$ cat config.mk
export PLATFORM = sky130hd
export DESIGN_NAME = pmr_regs
export DESIGN_NICKNAME = d
export VERILOG_FILES = /design/src/pkg/pmr_pkg.sv /design/src/verilog/pmr_regs.sv
export VERILOG_INCLUDE_DIRS = /design/src /design/src/pkg
export SDC_FILE = /design/constraint.sdc
export NUM_CORES = 1
export LEC_CHECK = 0
export BUFFER_PORTS_ARGS = -buffer_cell sky130_fd_sc_hd__buf_2
export CAP_MARGIN = 0
export CELL_PAD_IN_SITES_DETAIL_PLACEMENT = 1
export CELL_PAD_IN_SITES_GLOBAL_PLACEMENT = 2
export CORE_MARGIN = 2
export CORE_UTILIZATION = 31
export DETAILED_ROUTE_END_ITERATION = 8
export PLACE_DENSITY = 0.81
export REMOVE_ABC_BUFFERS = 1
export SLEW_MARGIN = 20
export SYNTH_ARGS = -nofsm -noshare
export SYNTH_HDL_FRONTEND = slang
export SYNTH_SLANG_ARGS = --single-unit
$ cat constraint.sdc
create_clock -name clk -period 1.5 [get_ports clk]
set_input_delay 0.075 -clock clk [delete_from_list [all_inputs] [get_ports clk]]
set_output_delay 0.075 -clock clk [all_outputs]
set_load 0.02 [all_outputs]
$ cat src/pkg/pmr_map.svh
// register offsets, field positions, reset values and fixed codes
// Summary of operation
// - control bit 9 restarts negotiation, self-clears
// - control bit 8 selects duplex, resets zero
// - single-mode PHY forces duplex bit value
// - loopback ignores the duplex bit
// - control bit 7 forces collision on transmit
// - status bits 14:11 read one
// - status bit 6 reads zero
// - status bit 5 shows negotiation complete
// - status bit 4 reads zero
// - status bits 3 and 0 read one
// - status bit 2 link, latching low
// - status bit 1 jabber, latching high
// - registers 2 and 3 give identifier
// - advertise bits 15 and 14 read zero
// - advertise bit 13 writable remote fault
// - advertise bits 12:5 writable, reset 00101111
// - advertise selector fixed at 00001
// - register 5 mirrors partner advertisement
// - partner bit 14 is acknowledge
// - status bits 15, 10:7 read zero
// - access only through management data port
`ifndef PMR_MAP_SVH
`define PMR_MAP_SVH
`define PMR_REG_CONTROL   5'h00
`define PMR_REG_STATUS    5'h01
`define PMR_REG_ID_HIGH   5'h02
`define PMR_REG_ID_LOW    5'h03
`define PMR_REG_ADVERTISE 5'h04
`define PMR_REG_PARTNER   5'h05
`define PMR_CTL_RESTART   9
`define PMR_CTL_DUPLEX    8
`define PMR_CTL_COLTEST   7
`define PMR_ADV_FAULT     13
`define PMR_ADV_TECH_RST  8'h2f
`define PMR_ADV_SELECTOR  5'h01
`define PMR_STAT_ABILITY  16'h7809
`endif

$ cat src/pkg/pmr_pkg.sv
// types shared by the management register bank
package pmr_pkg;
	typedef struct packed {
		logic       restart;
		logic       duplex;
		logic       colTest;
		logic       advFault;
		logic [7:0] advTech;
		logic       linkLatch;
		logic       jabberLatch;
		logic       restartPulse;
		logic [15:0] rdData;
		logic       link1;
		logic       link2;
		logic       jab1;
		logic       jab2;
	} pmr_state_t;
endpackage

$ cat src/verilog/pmr_regs.sv
// management register bank: control, status, identifier, ability
`timescale 1ns/1ps
`include "pmr_map.svh"
module pmr_regs
	import pmr_pkg::*;
#(
	parameter logic [15:0] ID_HIGH     = 16'h1234, // arbitrary value
	parameter logic [15:0] ID_LOW      = 16'h5678, // arbitrary value
	parameter logic        HALF_ONLY   = 1'b0,
	parameter logic        FULL_ONLY   = 1'b0
) (
	input  wire logic        clk,
	input  wire logic        rst,
	input  wire logic        mgmtWrite,
	input  wire logic        mgmtRead,
	input  wire logic [4:0]  mgmtAddr,
	input  wire logic [15:0] mgmtWrData,
	output logic      [15:0] mgmtRdData,
	input  wire logic        linkUp,
	input  wire logic        jabber,
	input  wire logic        anegDone,
	input  wire logic [15:0] partnerWord,
	input  wire logic        loopback,
	input  wire logic        txEnable,
	output logic             collision,
	output logic             anegRestart,
	output logic             duplexFull
);
	pmr_state_t s_q;
	pmr_state_t s_d;
	logic [15:0] statusWord;

	// status word from fixed abilities and latched bits
	always_comb begin
		statusWord = `PMR_STAT_ABILITY;
		statusWord[5] = anegDone;
		statusWord[2] = s_q.linkLatch;
		statusWord[1] = s_q.jabberLatch;
	end

	// next state: writes, latches, reads
	always_comb begin
		s_d = s_q;
		s_d.link1 = linkUp;
		s_d.link2 = s_q.link1;
		s_d.jab1 = jabber;
		s_d.jab2 = s_q.jab1;
		s_d.restartPulse = 1'b0;
		s_d.restart = 1'b0;
		// register access through management port only
		if (mgmtWrite) begin
			case (mgmtAddr)
				`PMR_REG_CONTROL: begin
					s_d.restartPulse = mgmtWrData[`PMR_CTL_RESTART];
					s_d.duplex = mgmtWrData[`PMR_CTL_DUPLEX];
					s_d.colTest = mgmtWrData[`PMR_CTL_COLTEST];
				end
				`PMR_REG_ADVERTISE: begin
					s_d.advFault = mgmtWrData[`PMR_ADV_FAULT];
					s_d.advTech = mgmtWrData[12:5];
				end
				default: begin
				end
			endcase
		end
		if (HALF_ONLY)
			s_d.duplex = 1'b0;
		if (FULL_ONLY)
			s_d.duplex = 1'b1;
		// read capture; latches rearm on status read
		if (mgmtRead) begin
			case (mgmtAddr)
				`PMR_REG_CONTROL:
					s_d.rdData = {6'h00, s_q.restart, s_q.duplex,
						s_q.colTest, 7'h00};
				`PMR_REG_STATUS: begin
					s_d.rdData = statusWord;
					s_d.linkLatch = s_q.link2;
					s_d.jabberLatch = s_q.jab2;
				end
				`PMR_REG_ID_HIGH: s_d.rdData = ID_HIGH;
				`PMR_REG_ID_LOW:  s_d.rdData = ID_LOW;
				`PMR_REG_ADVERTISE:
					s_d.rdData = {2'b00, s_q.advFault, s_q.advTech,
						`PMR_ADV_SELECTOR};
				`PMR_REG_PARTNER: s_d.rdData = partnerWord;
				default: s_d.rdData = 16'h0000;
			endcase
		end
		// latch-low link and latch-high jabber; event wins over read
		if (!s_q.link2)
			s_d.linkLatch = 1'b0;
		if (s_q.jab2)
			s_d.jabberLatch = 1'b1;
	end

	// state register
	always_ff @(posedge clk or posedge rst) begin
		if (rst) begin
			s_q <= '0;
			s_q.advTech <= `PMR_ADV_TECH_RST;
		end else begin
			s_q <= s_d;
		end
	end

	// outputs
	assign mgmtRdData  = s_q.rdData;
	assign anegRestart = s_q.restartPulse;
	assign duplexFull  = s_q.duplex & ~loopback;
	assign collision   = s_q.colTest & txEnable;
endmodule

# After elaboration in Yosys (flattened, before gate mapping)
# Cells that the tools add are included.
dict set report word_totals {
  elab_cells 36
  output_inout_bits 19
  register_bits 34
  input_bits 46
}
dict set report op_classes {
  n_eq_ne 7
  reduce_logical 7
  mux 7
  bitwise_logic 3
}
# cell count
set ops {}
lappend ops {{$pmux 16 s6} 1}
lappend ops {{$eq 5x2->1 const B} 2}
lappend ops {{$eq 5x3->1 const B} 2}
lappend ops {{$reduce_and 2->1} 4}
lappend ops {{$eq 5x1->1 const B} 1}
lappend ops {{$logic_not 5->1} 1}
lappend ops {{$mux 1} 4}
lappend ops {{$mux 2} 2}
lappend ops {{$reduce_bool 2->1} 2}
lappend ops {{$and 1x1->1} 2}
lappend ops {{$ne 2x1->1 const B} 1}
lappend ops {{$ne 2x2->1 const B} 1}
lappend ops {{$not 1->1} 1}

# Depth between registers and ports, before layout
# Gate-level depths: netlist (run 1).
dict set report logic_depth {
  word_depth 4
  depth_mapped 5
  mapped_depth_nobuf 4
}

# Worst setup path before layout (run 1)
# Ideal clock, no wire load.
dict set report synth_path {
  path_kind {input port to flip-flop}
  from {in mgmtAddr[4]}
  to {reg s_q[32] in the netlist's numbering}
  setup_ps 125
  t_arrival_ps 1049
  path_slack_ps 326
  t_required_ps 1375
  n_path_buf 0
  stages 4
  path_cell_list {nor2_1 > nand2_1 > nor3b_1 > mux2_2}
}
dict set report synth_between {
  elab_chain_cells 2
}
# item line_no
set synth_lines {}
lappend synth_lines {{start: declaration} pmr_regs.sv:16} ;# input wire logic [4:0] mgmtAddr,
lappend synth_lines {{$logic_not 5->1} pmr_regs.sv:52} ;# case (mgmtAddr)
lappend synth_lines {{$reduce_and 2->1 (no line)} --}
lappend synth_lines {{end: declaration} pmr_regs.sv:29} ;# pmr_state_t s_q;
# Every way passes these cells.
# A chain may end at the register's enable or synchronous reset.

# Worst setup path in the final report (run 1)
dict set report layout_path {
  from {in mgmtAddr[1]}
  to {reg s_q[32] in the netlist's numbering}
}
# The elaborated chain is that of the path after synthesis.

==> flow_metrics.env, run 1 <==
export IMPL_status="finished, final reports clean"
export IMPL_totalPowerFinal_w=0.00206
export IMPL_syn_area_um2=1630
export IMPL_portBuffers=57
export IMPL_htreeDepth=2
export IMPL_layout_drive_gt1_share=0.518
export IMPL_critPathSlowestCell="mux2_2"
export IMPL_num_rows=26
export IMPL_syn_instance_count=134
export IMPL_hold_viol_final=0
export IMPL_critPathTopFamily="simple AND/OR/NAND/NOR gates"
export IMPL_hpwl_um=3180
export IMPL_ys_warn_count=0
export IMPL_period_minus_slack_ns=1.11
export IMPL_ant_nets=0
export IMPL_slew_viol_final=0
export IMPL_syn_avg_cell_area_um2=12.2
export IMPL_path_clk_slew_ns=0.06
export IMPL_crit_type="primary input to flop"
export IMPL_startpoint_type="primary input"
export IMPL_ys_ff_latch=34
export IMPL_drc_errors=0
export IMPL_finalSetupViolCount=0
export IMPL_synth_compound_area_frac=0.157
export IMPL_end_kind="flop"
export IMPL_p_leak_nw=1.02
export IMPL_die_h_um=76.5
export IMPL_wirelength_um=4270
export IMPL_die_area_um2=5850
export IMPL_root_buffer="clkbuf_8"
export IMPL_cts_tree="built"
export IMPL_seq_area_frac_synth=0.526
export IMPL_diodes=0
export IMPL_core_um2=5070
export IMPL_track_usage=0.158
export IMPL_setup_tns_ns=0
export IMPL_syn_to_final_growth_pct=26.0
export IMPL_crit_fanout=4
export IMPL_r2r_start="s_q[25]$_DFFE_PP1P_"
export IMPL_cts_sinks=34
export IMPL_wl_per_cell_um=16.3
export IMPL_num_vias=1263
export IMPL_fp_dieW_um=76.5
export IMPL_synth_top_family_by_area="compound AO/OA/AOI/OAI gates"
export IMPL_p_clk_frac=0.339
export IMPL_slew_limit_headroom=0.706
export IMPL_grt_pass1_vias=1464
export IMPL_max_cap_violations=0
export IMPL_hold_class="primary input to flop"
export IMPL_p_int_w=0.00154
export IMPL_grt_first_pass_wirelength_um=7290
export IMPL_power_frac_seq=0.513
export IMPL_cts_buffers=5
export IMPL_synthAdderAreaFrac=0
export IMPL_synthMuxAreaShare=0.103
export IMPL_drt_iter0_markers=49
export IMPL_powerDensity_nw_per_um2=1010
export IMPL_viasPerCell=4.84
export IMPL_ir_drop_v=0.000382
export IMPL_worstHoldStart="mgmtWrData[9]"
export IMPL_fin_nets=236
export IMPL_cp_slowest_stage_delay_ns=0.32
export IMPL_cts_max_path_buffers=2
export IMPL_yosys_area_share_simple=0.116
export IMPL_initial_core_util=0.321
export IMPL_grt_max_degree=35
export IMPL_fin_crit_sh=0.737
export IMPL_crit_start="mgmtAddr[1]"
export IMPL_io_pins=65
export IMPL_synth_xor_area_frac=0
export IMPL_p_sw_w=0.000526
export IMPL_clk_latency_ns=0.28
export IMPL_grt_antenna_before_repair=0
export IMPL_clock_skew_ns=0.00394
export IMPL_gp_congestion=0.799
export IMPL_ys_types=33
export IMPL_cp_required_ns=1.67
export IMPL_crit_chain="buf_2 -> nor2_1 -> nand2_1 -> nor3b_1 -> buf_4 -> mux2_2"
export IMPL_first_pass_iters=4
export IMPL_grt_remaining_overflow=0
export IMPL_max_freq_mhz=904
export IMPL_worst_pin_slew_ns=0.441
export IMPL_rsz0062_at_grt="no"
export IMPL_pwr_share_comb=0.148
export IMPL_sw_frac_of_total=0.255
export IMPL_critPathBufInv=2
export IMPL_crit_arrival_ns=1.27
[synthesized netlist by cell type]
master	count	area, um2
a21boi_0	1	7.51
and3_2	2	15.0
buf_4	17	128
o2bb2ai_1	6	52.6
nor4_4	1	21.3
a21o_1	3	22.5
a22oi_1	1	7.51
mux2i_1	1	10.0
or3b_4	1	11.3
nand2_1	7	26.3
nand4_2	1	12.5
clkbuf_1	1	3.75
dfstp_2	5	131
nor3b_1	1	7.51
nand3_1	3	15.0
nor2b_1	4	25.0
a221o_1	8	80.1
o21ai_0	3	15.0
a31oi_1	1	6.26
dfrtp_1	29	726
nor2_2	1	6.26
and2_1	2	12.5
a221o_2	1	11.3
a32o_1	1	10.0
buf_2	2	10.0
o211ai_1	1	7.51
nor3_1	2	10.0
a32oi_1	2	17.5
nor2_4	1	11.3
mux2_2	14	158
inv_1	5	18.8
nor2_1	4	15.0
a22o_1	2	17.5
[stage by stage]
stage / cells / setup WS, ns / util / instance area, um2 / hold slack, ns
after global routing: 261 / 0.292 / 0.404 / 2050 / 0.0145
final: 261 / 0.394 / 0.404 / 2050 / 0.0157
after floorplan: 114 / 0.326 / - / 1490 / 0.106
after global placement: 249 / 0.138 / 0.378 / 1920 / 0.177
after CTS: 261 / 0.406 / 0.404 / 2050 / 0.0122
after detailed placement: 249 / 0.112 / 0.378 / 1920 / 0.189
[cell type report]
| cell class | instances | area (um2) |
|---|---|---|
| clock buffer | 7 | 86.3 |
| timing repair buffer | 69 | 385 |
| sequential | 34 | 857 |
| fill | 586 | 3020 |
| inverter | 5 | 18.8 |
| tap | 70 | 87.6 |
| clock inverter | 1 | 5.00 |
| multi-input combinational | 75 | 612 |
[layout by cell type, fill, tap and decap left out, types with 2 or more instances in the layout]
master	Yosys	final
nor2_1	4	4
a32oi_1	2	2
nor2b_1	4	4
and2_1	2	2
and3_2	2	2
buf_2	2	57
nor3_1	2	2
a221o_1	8	8
mux2_2	14	14
clkbuf_8	0	6
a21o_1	3	3
inv_1	5	5
o21ai_0	3	3
o2bb2ai_1	6	6
dlygate4sd3_1	0	4
nand3_1	3	3
nand2_1	7	7
dfstp_2	5	5
buf_4	17	8
dfrtp_1	29	29
a22o_1	2	2
[worst register-to-register path, cell delays in order, from the launching register on]
cell       delay, ns
dfstp_2         0.37
mux2_2          0.26
a32oi_1         0.21
o2bb2ai_1       0.09
[final timing paths]
path	endpoint	slack (ns)	cells after the start
min reg2reg	s_q[0]$_DFF_PP0_	0.35	0
min	anegRestart$_DFF_PP0_	0.02	2
max in group asynchronous	s_q[25]$_DFFE_PP1P_	0.70	4
min in group asynchronous	mgmtRdData[1]$_DFFE_PP0P_	0.45	4
max	s_q[32]$_DFFE_PP0P_	0.39	6
max reg2reg	mgmtRdData[7]$_DFFE_PP0P_	0.46	3
[metal layers]
| metal | GRT usage | up-vias | part of all wire |
|---|---|---|---|
| met4 | 0.0436 | 0 | 0.011 |
| met5 | 0 | - | 0 |
| met2 | 0.268 | 44 | 0.49 |
| met1 | 0.192 | 626 | 0.44 |
| met3 | 0.0509 | 6 | 0.062 |
| li1 | - | 587 | - |
[cell families (layout without fill, tap and decap cells)]
| group | Yosys count | after routing |
|---|---|---|
| AO/OA/AOI/OAI | 30 | 30 |
| buffers and inverters | 25 | 82 |
| flip-flops | 34 | 34 |
| multiplexers | 15 | 15 |
| AND/OR/NAND/NOR | 30 | 30 |
[registers in the layout, summed over array words and instances (netlist names)]
signal / cells
s_q: 15
anegRestart: 1
s_d: 2
mgmtRdData: 16
[power by group through the flow]
stage               logic [W]  clock network (W)  registers [W]
floorplan            0.000148                  0        0.00108
global placement     0.000287                  0        0.00107
detailed placement   0.000301                  0        0.00107
CTS                  0.000310           0.000729        0.00106
global route         0.000336           0.000766        0.00107
finish               0.000305           0.000700        0.00106
[repair_timing]
action / CTS / global route
hold buffers: 4 / 0
endpoints found under the hold margin: 32 / 0
setup buffers: 0 / 0
resized for setup: 0 / 0
setup endpoints to repair: 0 / 0
(Power assumes the default switching activity.)
==> inputs of run 2 (changes only) <==
Settings changed: CORE_UTILIZATION 31 to 27, PLACE_DENSITY 0.81 to 0.75.
Clock period 1.5 ns to 1 ns, I/O delays scaled along.
==> run 2 against run 1 <==
The flow now finishes with violations (setup timing). Highest routed layer unchanged. Largest power group unchanged. Critical path depth fell by 2. Cell count up 11%. Sequential power increased by 50%. Clock skew is 0.0016 ns lower. Sequential share of layout area is 4.6 points lower.
==> flow_metrics.env, run 2 (same netlist as run 1, synthesis figures left out) <==
export IMPL_path_clk_slew_ns=0.07
export IMPL_violations="setup timing"
export IMPL_die_h_um=81.7
export IMPL_io_pins=65
export IMPL_slew_limit_headroom=0.773
export IMPL_track_usage=0.139
export IMPL_final_common_cell="buf_2"
export IMPL_crit_arrival_ns=1.26
export IMPL_n_fill_cell=678
export IMPL_fin_util=0.392
export IMPL_grt_max_degree=20
export IMPL_num_rows=28
export IMPL_rr_worst_depth=4
export IMPL_max_cap_violations=0
export IMPL_cp_slowest_stage_delay_ns=0.39
export IMPL_cts_buffers=5
export IMPL_grt_first_pass_wirelength_um=6860
export IMPL_cts_max_path_buffers=2
export IMPL_clock_skew_ns=0.00233
export IMPL_cts_tree="built"
export IMPL_first_pass_iters=4
export IMPL_grt_pass1_vias=1420
export IMPL_initial_core_util=0.277
export IMPL_portBuffers=57
export IMPL_root_buffer="clkbuf_8"
export IMPL_wirelength_um=4510
export IMPL_max_freq_mhz=911
export IMPL_fin_crit_sh=1.10
export IMPL_hpwl_um=3540
export IMPL_core_um2=5890
export IMPL_hold_class="primary input to flop"
export IMPL_fp_dieW_um=81.7
export IMPL_ant_nets=0
export IMPL_rsz0062_at_grt="yes"
export IMPL_powerDensity_nw_per_um2=1480
export IMPL_crit_type="flop to flop"
export IMPL_clk_latency_ns=0.28
export IMPL_status="complete, but fails checks"
export IMPL_drt_iter0_markers=43
export IMPL_wl_per_cell_um=15.5
export IMPL_placed_cells=272
export IMPL_grt_remaining_overflow=0
export IMPL_crit_fanout=2
export IMPL_grt_antenna_before_repair=0
export IMPL_fin_nets=260
export IMPL_end_kind="flop"
export IMPL_layout_drive_gt1_share=0.577
export IMPL_hold_viol_final=0
export IMPL_critPathSlowestCell="dfrtp_1"
export IMPL_htreeDepth=2
export IMPL_gp_congestion=0.773
export IMPL_syn_to_final_growth_pct=41.7
export IMPL_cts_sinks=34
export IMPL_ir_drop_v=0.000612
export IMPL_startpoint_type="flop"
export IMPL_stdcell_count=290
export IMPL_min_path_cells=2
export IMPL_num_vias=1323
export IMPL_mostFrequentLayoutCells="55 x buf_2, 29 x dfrtp_1, 27 x buf_4"
export IMPL_diodes=0
export IMPL_period_minus_slack_ns=1.10
export IMPL_setup_slack_ns=-0.0981
export IMPL_largest_reg_flops=16
export IMPL_slew_viol_final=0
export IMPL_cp_required_ns=1.16
export IMPL_worst_pin_slew_ns=0.337
export IMPL_viasPerCell=4.56
export IMPL_finalSetupViolCount=2
export IMPL_die_area_um2=6670
export IMPL_crit_chain="buf_4 -> mux2i_1 -> nor3_1 -> a221o_1"
export IMPL_p_leak_nw=1.16
export IMPL_drc_errors=0
[run 2: cell types whose count changed in the layout (fill, tap and decap cells not counted), sizes merged]
cell / previous run / this run
buf: 65 / 85
bufinv: 0 / 1
dlygate4sd3: 4 / 8
clkbuf: 7 / 5
clkinv: 1 / 2
[run 2: final cells by class]
type / instances / area [um2] / share of cell area
clock buffers: 5 / 68.8 / 0.0298
multi-input cells: 75 / 638 / 0.276
clock inverters: 3 / 40.0 / 0.0173
repair buffers: 93 / 592 / 0.256
flip-flops and latches: 34 / 857 / 0.371
inverters: 5 / 18.8 / 0.00813
well taps: 75 / 93.8 / 0.0407
[run 2: worst paths after layout]
path	from	endpoint	slack, ns
min in group asynchronous	rst	s_q[29]$_DFFE_PP0P_	0.35
min	mgmtWrData[13]	s_q[31]$_DFFE_PP0P_	0.007
max in group asynchronous	rst	s_q[28]$_DFFE_PP1P_	0.40
max reg2reg	s_q[33]$_DFFE_PP0P_	mgmtRdData[8]$_DFFE_PP0P_	-0.1
max	s_q[33]$_DFFE_PP0P_	mgmtRdData[8]$_DFFE_PP0P_	-0.1
min reg2reg	s_d[0]$_DFF_PP0_	s_q[0]$_DFF_PP0_	0.35
[run 2: critical path: cells and delay by family, from the launching register on]
kind	cells	cell delay, ns
simple gates	1	0.07
mux	1	0.12
compound gates	1	0.26
buf+inv	1	0.14
flops	1	0.39
[run 2: routing by layer]
layer  track usage  up-vias  share of wire
li1              -      632              -
met1         0.175      641           0.44
met2         0.228       45           0.47
met3        0.0407        5          0.069
met4        0.0483        0          0.017
met5             0        -              0
[run 2: timing repair]
item	in CTS	in global routing
buffers inserted	2	0
pin swaps	2	2
endpoints found under the setup margin	4	6
endpoints found under the hold margin	35	1
hold buffers	7	1
resized for setup	6	5
[run 2: stage by stage]
stage                     setup WS (ns)  hold WS, ns  TNS [ns]  power [W]  cell area, um2
after CTS                        -0.108      0.00267    -0.221    0.00344            2280
after global placement           -0.200       0.0862     -3.00    0.00210            2060
after detailed placement         -0.211        0.104     -3.40    0.00212            2060
after global routing             -0.153      0.00245    -0.356    0.00360            2310
final                           -0.0981      0.00668    -0.165    0.00342            2310
after floorplan                  -0.149       0.0814    -0.408    0.00184            1490
[run 2: report_power, final]
| part | internal [W] | switching [W] | total (W) |
|---|---|---|---|
| combinational | 0.000332 | 0.000262 | 0.000594 |
| clock | 0.000734 | 0.000505 | 0.00124 |
| sequential | 0.00152 | 0.0000654 | 0.00159 |
| total | 0.00259 | 0.000833 | 0.00342 |
